**config.mk**
```make
export PLATFORM = sky130hd
export DESIGN_NAME = ifsb_bank
export DESIGN_NICKNAME = d
export VERILOG_FILES = /design/src/logic/ifsb_pkg.sv /design/src/logic/ifsb_bank.sv /design/src/logic/ifsb_flag_reg.sv
export VERILOG_INCLUDE_DIRS = /design/src /design/src/logic
export SDC_FILE = /design/constraint.sdc
export NUM_CORES = 1
export LEC_CHECK = 0
export ABC_CLOCK_PERIOD_IN_PS = 6750
export BUFFER_PORTS_ARGS = -buffer_cell sky130_fd_sc_hd__clkbuf_2
export CORE_ASPECT_RATIO = 0.5
export CORE_MARGIN = 5
export CORE_UTILIZATION = 55
export DETAILED_ROUTE_END_ITERATION = 16
export PLACE_DENSITY = 0.95
export SYNTH_ARGS = -nofsm -noshare
export SYNTH_HDL_FRONTEND = slang
export SYNTH_SLANG_ARGS = --single-unit
```
**constraint.sdc**
```tcl
create_clock -name clk -period 6.75 [get_ports clk]
set_clock_uncertainty 0.2 [all_clocks]
set_input_delay 1.35 -clock clk [delete_from_list [all_inputs] [get_ports clk]]
set_output_delay 1.35 -clock clk [all_outputs]
set_load 0.05 [all_outputs]
```
**src/logic/ifsb_defines.svh**
```systemverilog
// interrupt flag status bank: offsets, field masks, reset values
// assumes: included by bare name from logic/ and verif/ sources
// Behaviour
// a flag bit reads 1 once its source has requested and 0 until then.
// flags0 bit 2 is compare 1, bit 1 capture 1, bit 0 external irq 0.
// flags1 bits 15..8 are uart2 tx, uart2 rx, ext2, timer5, timer4, cmp4, cmp3, dma2.
// flags1 bits 7..0 are cap8, cap7, adc2, ext1, pin change, none, i2c1 master, i2c1 slave.
// flags2 from bit 15 holds timer6, dma4, none, cmp8..5, cap6..3, dma3, can1 ev, can1 rx, spi2, spi2 err.
// flags3 holds dma5 at 13, can2 event at 8, and bits 7..0 can2 rx, ext4, ext3, t9, t8, i2c2 m, i2c2 s, t7.
// flags4 holds only bits 7..0: can2 tx, can1 tx, dma7, dma6, none, uart2 err, uart1 err, none.
// enables0 bit 15 is absent and bits 14..0 enable dma1 down to external irq 0.
// every absent bit ignores writes and reads zero.
// an enable bit at 1 lets its matching flag request service, at 0 blocks it. Here it gates service_req only; irq follows status and mask.
// present bits are read/write, zero at reset, and software clears a flag by writing 0.
`ifndef IFSB_DEFINES_SVH
`define IFSB_DEFINES_SVH

`define IFSB_OFF_FLAGS0    12'h000
`define IFSB_OFF_FLAGS1    12'h004
`define IFSB_OFF_FLAGS2    12'h008
`define IFSB_OFF_FLAGS3    12'h00c
`define IFSB_OFF_FLAGS4    12'h010
`define IFSB_OFF_ENABLES0  12'h014
`define IFSB_OFF_STATUS    12'h018
`define IFSB_OFF_MASK      12'h01c

// implemented-bit masks; flags0 only carries its low three bits here
`define IFSB_MASK_FLAGS0   16'h0007
`define IFSB_MASK_FLAGS1   16'hfffb
`define IFSB_MASK_FLAGS2   16'hdfff
`define IFSB_MASK_FLAGS3   16'h21ff
`define IFSB_MASK_FLAGS4   16'h00f6
`define IFSB_MASK_ENABLES0 16'h7fff
`define IFSB_MASK_STATUS   16'h001f

`define IFSB_RESET_REG     16'h0000

`endif

```
**src/logic/ifsb_pkg.sv**
```systemverilog
// interrupt flag status bank: shared types
// assumes: compiled before the design modules
package ifsb_pkg;
  typedef struct packed {
    logic [15:0] f0;
    logic [15:0] f1;
    logic [15:0] f2;
    logic [15:0] f3;
    logic [15:0] f4;
  } ifsb_flags_t;

  typedef enum logic [1:0] {
    IFSB_W_IDLE = 2'b00,
    IFSB_W_RESP = 2'b01
  } ifsb_wstate_t;
endpackage : ifsb_pkg

```
**src/logic/ifsb_bank.sv**
```systemverilog
// interrupt flag bank with axi4-lite register slave and one irq line
// assumes: source requests are one-clock pulses or levels on clk
//
// The register addresses and the AXI4-Lite register port were chosen for this implementation.
`timescale 1ns/1ns
`default_nettype none
`include "ifsb_defines.svh"
module ifsb_bank
  import ifsb_pkg::*;
(
  input  wire logic        clk,
  input  wire logic        rst_n,
  input  wire ifsb_flags_t src_req,
  input  wire logic [11:0] s_axi_awaddr,
  input  wire logic        s_axi_awvalid,
  output var  logic        s_axi_awready,
  input  wire logic [31:0] s_axi_wdata,
  input  wire logic [3:0]  s_axi_wstrb,
  input  wire logic        s_axi_wvalid,
  output var  logic        s_axi_wready,
  output var  logic [1:0]  s_axi_bresp,
  output var  logic        s_axi_bvalid,
  input  wire logic        s_axi_bready,
  input  wire logic [11:0] s_axi_araddr,
  input  wire logic        s_axi_arvalid,
  output var  logic        s_axi_arready,
  output var  logic [31:0] s_axi_rdata,
  output var  logic [1:0]  s_axi_rresp,
  output var  logic        s_axi_rvalid,
  input  wire logic        s_axi_rready,
  output var  logic        service_req,
  output var  logic        irq
);
  ifsb_flags_t  flags;
  logic [15:0]  enables0;
  logic [4:0]   status;
  logic [4:0]   mask;
  logic [15:0]  wmask16;
  logic [15:0]  wval16;
  logic [11:0]  aw_addr;
  logic         aw_have;
  logic [31:0]  w_data;
  logic [3:0]   w_strb;
  logic         w_have;
  logic         do_write;
  logic [4:0]   ev;
  logic [15:0]  gate0;

  logic [11:0]  next_aw_addr;
  logic         next_aw_have;
  logic [31:0]  next_w_data;
  logic [3:0]   next_w_strb;
  logic         next_w_have;
  logic         next_bvalid;
  logic [1:0]   next_bresp;
  logic         next_rvalid;
  logic [31:0]  next_rdata;
  logic [1:0]   next_rresp;
  logic [15:0]  next_enables0;
  logic [4:0]   next_status;
  logic [4:0]   next_mask;
  logic         next_service;
  logic         next_irq;
  logic         next_awready;
  logic         next_wready;
  logic         next_arready;

  localparam logic [15:0] IMPL [5] = '{`IFSB_MASK_FLAGS0, `IFSB_MASK_FLAGS1,
    `IFSB_MASK_FLAGS2, `IFSB_MASK_FLAGS3, `IFSB_MASK_FLAGS4};
  localparam logic [11:0] OFFS [5] = '{`IFSB_OFF_FLAGS0, `IFSB_OFF_FLAGS1,
    `IFSB_OFF_FLAGS2, `IFSB_OFF_FLAGS3, `IFSB_OFF_FLAGS4};

  logic [15:0] fq   [5];
  logic [15:0] fset [5];

  assign fset[0] = src_req.f0;
  assign fset[1] = src_req.f1;
  assign fset[2] = src_req.f2;
  assign fset[3] = src_req.f3;
  assign fset[4] = src_req.f4;
  assign flags = '{f0: fq[0], f1: fq[1], f2: fq[2], f3: fq[3], f4: fq[4]};

  assign do_write = aw_have && w_have && !s_axi_bvalid;
  // byte strobes merge new data into the old register word
  assign wmask16  = {{8{w_strb[1]}}, {8{w_strb[0]}}};
  assign wval16   = w_data[15:0];

  genvar gi;
  generate
    for (gi = 0; gi < 5; gi++)
    begin : g_flag
      logic fw;
      assign fw = do_write && (aw_addr == OFFS[gi]);
      // bit map
      ifsb_flag_reg #(
        .IMPL (IMPL[gi])
      ) u_reg (
        .clk   (clk),
        .rst_n (rst_n),
        .set   (fset[gi] & IMPL[gi]),
        .wr    (fw),
        .wdata ((fq[gi] & ~wmask16) | (wval16 & wmask16)),
        .q     (fq[gi])
      );
      assign ev[gi] = |(fset[gi] & IMPL[gi]);
    end
  endgenerate

  // write channel: address and data are taken in either order
  always_comb
  begin
    next_aw_addr  = aw_addr;
    next_aw_have  = aw_have;
    next_w_data   = w_data;
    next_w_strb   = w_strb;
    next_w_have   = w_have;
    next_bvalid   = s_axi_bvalid;
    next_bresp    = s_axi_bresp;
    if (s_axi_awvalid && s_axi_awready)
    begin
      next_aw_addr = {s_axi_awaddr[11:2], 2'b00};
      next_aw_have = 1'b1;
    end
    if (s_axi_wvalid && s_axi_wready)
    begin
      next_w_data = s_axi_wdata;
      next_w_strb = s_axi_wstrb;
      next_w_have = 1'b1;
    end
    if (do_write)
    begin
      next_aw_have = 1'b0;
      next_w_have  = 1'b0;
      next_bvalid  = 1'b1;
      // unmapped words answer with a slave error and change nothing
      next_bresp   = 2'b10;
      unique case (aw_addr)
        `IFSB_OFF_FLAGS0, `IFSB_OFF_FLAGS1, `IFSB_OFF_FLAGS2,
        `IFSB_OFF_FLAGS3, `IFSB_OFF_FLAGS4, `IFSB_OFF_ENABLES0,
        `IFSB_OFF_STATUS, `IFSB_OFF_MASK:
          next_bresp = 2'b00;
        default: ;
      endcase
    end
    else if (s_axi_bvalid && s_axi_bready)
      next_bvalid = 1'b0;
    // readies stay low while a word is held or the answer waits
    next_awready = !next_aw_have && !next_bvalid;
    next_wready  = !next_w_have && !next_bvalid;
  end

  // software-visible registers, written once both halves are in
  always_comb
  begin
    next_enables0 = enables0;
    next_mask     = mask;
    next_status   = status;
    if (do_write)
    begin
      unique case (aw_addr)
        // enable layout
        `IFSB_OFF_ENABLES0:
          next_enables0 = ((enables0 & ~wmask16) | (wval16 & wmask16))
                          & `IFSB_MASK_ENABLES0;
        `IFSB_OFF_STATUS:
          if (w_strb[0])
            next_status = status & ~w_data[4:0];
        `IFSB_OFF_MASK:
          if (w_strb[0])
            next_mask = w_data[4:0];
        default: ;
      endcase
    end
    // event sets win over a write-one clear
    next_status = next_status | ev;
  end

  // read channel
  always_comb
  begin
    next_rvalid = s_axi_rvalid;
    next_rdata  = s_axi_rdata;
    next_rresp  = s_axi_rresp;
    if (s_axi_arvalid && s_axi_arready)
    begin
      next_rvalid = 1'b1;
      next_rresp  = 2'b00;
      next_rdata  = 32'h0000_0000;
      unique case ({s_axi_araddr[11:2], 2'b00})
        `IFSB_OFF_FLAGS0:   next_rdata[15:0] = fq[0];
        `IFSB_OFF_FLAGS1:   next_rdata[15:0] = fq[1];
        `IFSB_OFF_FLAGS2:   next_rdata[15:0] = fq[2];
        `IFSB_OFF_FLAGS3:   next_rdata[15:0] = fq[3];
        `IFSB_OFF_FLAGS4:   next_rdata[15:0] = fq[4];
        `IFSB_OFF_ENABLES0: next_rdata[15:0] = enables0;
        `IFSB_OFF_STATUS:   next_rdata[4:0]  = status;
        `IFSB_OFF_MASK:     next_rdata[4:0]  = mask;
        default:            next_rresp       = 2'b10;
      endcase
    end
    else if (s_axi_rvalid && s_axi_rready)
      next_rvalid = 1'b0;
    next_arready = !next_rvalid;
  end

  // each enable bit gates the flag in the same position
  generate
    for (gi = 0; gi < 16; gi++)
    begin : g_gate
      assign gate0[gi] = flags.f0[gi] && enables0[gi];
    end
  endgenerate

  always_comb
  begin
    next_service = |gate0;
    next_irq     = |(status & mask);
  end

  // write channel state
  // readies come from flops, so they are low during reset and rise
  // on the first edge after it
  always_ff @(posedge clk or negedge rst_n)
  begin
    if (!rst_n)
    begin
      aw_addr       <= 12'h000;
      aw_have       <= 1'b0;
      w_data        <= 32'h0000_0000;
      w_strb        <= 4'h0;
      w_have        <= 1'b0;
      s_axi_awready <= 1'b0;
      s_axi_wready  <= 1'b0;
      s_axi_bvalid  <= 1'b0;
      s_axi_bresp   <= 2'b00;
    end
    else
    begin
      aw_addr       <= next_aw_addr;
      aw_have       <= next_aw_have;
      w_data        <= next_w_data;
      w_strb        <= next_w_strb;
      w_have        <= next_w_have;
      s_axi_awready <= next_awready;
      s_axi_wready  <= next_wready;
      s_axi_bvalid  <= next_bvalid;
      s_axi_bresp   <= next_bresp;
    end
  end

  // read channel state
  // rdata loads only on the address handshake, so it stands while
  // rvalid waits for rready
  always_ff @(posedge clk or negedge rst_n)
  begin
    if (!rst_n)
    begin
      s_axi_arready <= 1'b0;
      s_axi_rvalid  <= 1'b0;
      s_axi_rdata   <= 32'h0000_0000;
      s_axi_rresp   <= 2'b00;
    end
    else
    begin
      s_axi_arready <= next_arready;
      s_axi_rvalid  <= next_rvalid;
      s_axi_rdata   <= next_rdata;
      s_axi_rresp   <= next_rresp;
    end
  end

  // software-visible registers
  always_ff @(posedge clk or negedge rst_n)
  begin
    if (!rst_n)
    begin
      // zero at reset
      enables0 <= `IFSB_RESET_REG;
      status   <= 5'h00;
      mask     <= 5'h00;
    end
    else
    begin
      enables0 <= next_enables0;
      status   <= next_status;
      mask     <= next_mask;
    end
  end

  // request outputs lag by one edge: service_req the enabled flags, irq the masked status
  always_ff @(posedge clk or negedge rst_n)
  begin
    if (!rst_n)
    begin
      service_req <= 1'b0;
      irq         <= 1'b0;
    end
    else
    begin
      service_req <= next_service;
      irq         <= next_irq;
    end
  end
endmodule : ifsb_bank
`default_nettype wire

```
**src/logic/ifsb_flag_reg.sv**
```systemverilog
// one 16-bit flag register with hardware set and software write
// assumes: set pulses are synchronous to clk
`timescale 1ns/1ns
`default_nettype none
module ifsb_flag_reg #(
  parameter logic [15:0] IMPL = 16'hffff
) (
  input  wire logic        clk,
  input  wire logic        rst_n,
  input  wire logic [15:0] set,
  input  wire logic        wr,
  input  wire logic [15:0] wdata,
  output var  logic [15:0] q
);
  logic [15:0] next_q;

  always_comb
  begin
    next_q = q;
    // software write
    if (wr)
      next_q = wdata;
    // set beats clear
    next_q = next_q | set;
    // absent bits zero
    next_q = next_q & IMPL;
  end

  always_ff @(posedge clk or negedge rst_n)
  begin
    if (!rst_n)
      q <= 16'h0000;
    else
      q <= next_q;
  end
endmodule : ifsb_flag_reg
`default_nettype wire

```
==> flow_summary.yaml <==
outcome:
  outcome: "finished clean"
yosys:
  synthCells: 512
  yosysTopAreaCell: "dfrtp_1"
  synth-adder-area-share_pct: 0
  synth_edf_count: 0
  synth_top_flop_cell: "dfrtp_1"
  synth_xor_area_share_pct: 0
  synth-seq-cells: 129
  synth.top_cell.area_share_pct: 52.2
  syn_avg_cell_area_um2: 12.1
  synth_compound_area_share_pct: 13.2
  async_flop_share_pct: 100
  synthMuxAreaShare_pct: 14.1
  synth_top_family_by_area: "simple AND/OR/NAND/NOR gates"
  synthTopCellsByArea: "dfrtp_1, a211o_1, mux2_2"
  ys_types: 57
  yosysSeqAreaShare_pct: 52.2
  yosys.area_share.simple_pct: 15.1
  syn-cell-area_um2: 6180
  yosysWarnings: 0
placed_design:
  port_buffers: 118
  dp_hpwl_mm: 11.7
  gp_congestion: 0.850
  placedCellCount: 752
global_route:
  track_usage_pct: 26.8
  first_global_vias: 5131
  grt_max_degree: 68
  grt-ovfl-total: 0
  antenna_found_initial: 0
  grt_pass1_wl_mm: 28.2
final_layout:
  utilization_pct: 67.0
  layoutNonFillerInstCount: 782
  n_fill_cell: 669
  syn2layout_area_growth_pct: 19.0
  num_antenna_cells: 0
  nets: 773
  final_layout_size_suffix_gt1_share_pct: 32.2
critical_path:
  arrival_ps: 3720
  slowest_delay_ps: 850
  crit_slowest_cell: "a211oi_1"
  crit_fanout: 11
  critPathLaunchType: "input port"
  required_ps: 6890
  worstPathCellList: "clkbuf_2 -> nor4_1 -> nand4_1 -> a211oi_1 -> a22o_1"
  critical_path_class: "in2reg"
  cp-end-kind: "flop"
  cp_num_buf_inv: 1
  cpLargestDelayFamily: "simple AND/OR/NAND/NOR gates"
sta:
  maxSlewHeadroom_pct: 37.0
  max_freq_ghz: 0.279
  period_share_pct: 53.0
  rsz0062_at_grt: "no"
  report.final.slew_viol_count: 0
  hold_viol: 0
  min_period_ps: 3580
  tightest_slew_ps: 938
  fin_tns_setup_ps: 0
  setup_viol: 0
  whs_ps: 284
cts:
  cts_tree: "done"
  clock_path_buffers: 2
  cts_resized: 0
  numCtsBuffers: 17
  post_cts_buffers: 0
  hold_buffers: 0
  path_clk_slew_ps: 50
  clockRootBuffer: "clkbuf_16"
  clock-sinks: 129
  insertion_delay_ps: 420
  htree_num_levels: 4
floorplan:
  initial_utilization_pct: 56.3
  coreArea_um2: 11000
  rows: 27
  io_pins: 190
  dieArea_um2: 13600
  die_y_um: 85.0
  die_w_um: 160
power_and_ir_drop:
  totalPowerFinal_mw: 2.42
  vdd_ir_drop_max_v: 0.000291
  leakage_nw: 3.27
  powerDensity_nw_per_um2: 328
min_path:
  hp-class: "reg2reg"
routing:
  drt-initial-drc-count: 577
  drcViolationCount: 0
  wl_per_cell_um: 22.7
  vias: 5021
  drtAntennaViolNets: 0
  dr.pass1.iters: 6
  drt-total-wl_mm: 17.7
  vias_per_cell: 6.42
job:
  maxCapViolCount: 0
## layout by cell type (no fill, tap or decap), types with 7 or more instances in the layout
master | synthesis | final
dfrtp_1 | 129 | 129
clkbuf_2 | 0 | 117
a211o_1 | 50 | 50
mux2_2 | 33 | 33
nor2_1 | 30 | 30
nor2b_1 | 28 | 28
nand2_1 | 23 | 23
inv_1 | 23 | 23
mux2i_1 | 21 | 21
conb_1 | 1 | 18
clkbuf_16 | 0 | 17
nor4_1 | 9 | 9
o21ai_0 | 9 | 9
nor4_4 | 8 | 8
mux2_4 | 8 | 8
nor3_1 | 7 | 7
nand4_1 | 7 | 7
a21oi_1 | 7 | 7
mux2_1 | 7 | 7
## final timing paths
path / startpoint / to / slack, ps / cells after the start
max: s_axi_araddr[6] / s_axi_rdata[12]$_DFFE_PN0P_ / 3170 / 5
min: s_axi_rdata[0]$_DFFE_PN0P_ / s_axi_rdata[0]$_DFFE_PN0P_ / 280 / 2
max reg2reg: aw_addr[8]$_DFFE_PN0P_ / g_flag[3].u_reg.q[3]$_DFF_PN0_ / 4060 / 4
min reg2reg: s_axi_rdata[0]$_DFFE_PN0P_ / s_axi_rdata[0]$_DFFE_PN0P_ / 280 / 2
max in group asynchronous: rst_n / s_axi_rdata[8]$_DFFE_PN0P_ / 4200 / 2
min in group asynchronous: rst_n / aw_addr[10]$_DFFE_PN0P_ / 810 / 1
## Yosys cell counts, types with 8 or more instances
| cell | number |
|---|---|
| nor4_1 | 9 |
| mux2_2 | 33 |
| nor4_4 | 8 |
| a211o_1 | 50 |
| nand2_1 | 23 |
| nor2b_1 | 28 |
| mux2_4 | 8 |
| clkbuf_1 | 14 |
| mux2i_1 | 21 |
| o21ai_0 | 9 |
| buf_4 | 19 |
| inv_1 | 23 |
| dfrtp_1 | 129 |
| nor2_1 | 30 |
## kinds of logic (layout without fill, tap and decap cells)
| group | Yosys count | after routing |
|---|---|---|
| simple gates | 142 | 142 |
| buf+inv | 64 | 172 |
| other cells | 1 | 18 |
| flops | 129 | 129 |
| mux | 73 | 73 |
| compound gates | 103 | 103 |
## power by group
group	leakage, nW	internal, mW	switching, mW
clock	0.286	0.576	0.321
sequential	1.43	0.883	0.182
combinational	1.55	0.179	0.275
## metal layers
| layer | GRT usage, % | vias up | part of all wire (%) |
|---|---|---|---|
| met4 | 15.5 | 0 | 5.2 |
| met3 | 8.10 | 93 | 10 |
| li1 | - | 2083 | - |
| met5 | 0 | - | 0 |
| met1 | 32.7 | 2430 | 38 |
| met2 | 42.8 | 415 | 46 |
## per-stage QoR
| step | instance area, um^2 | setup slack (ps) |
|---|---|---|
| floorplan | 6250 | 3830 |
| global placement | 6790 | 3210 |
| detailed placement | 6790 | 3120 |
| CTS | 7360 | 3270 |
| global route | 7360 | 2980 |
| finish | 7360 | 3170 |
## final cells by class
type                            instances  area [um^2]  area share, %
Timing Repair Buffer                  119          601           8.16
Clock inverter                          6         80.1           1.09
Clock buffer                           24          492           6.68
Inverter                               23         86.3           1.17
Multi-Input combinational cell        336         2690           36.6
Tap cell                              145          181           2.47
Sequential cell                       129         3230           43.9
## tightest hold or removal path, cell delays in order (launching register included)
cell,delay (ps)
dfrtp_1,340
nand2_1,50
o21ai_0,60
Note: power is estimated with default switching activity, not from simulation.
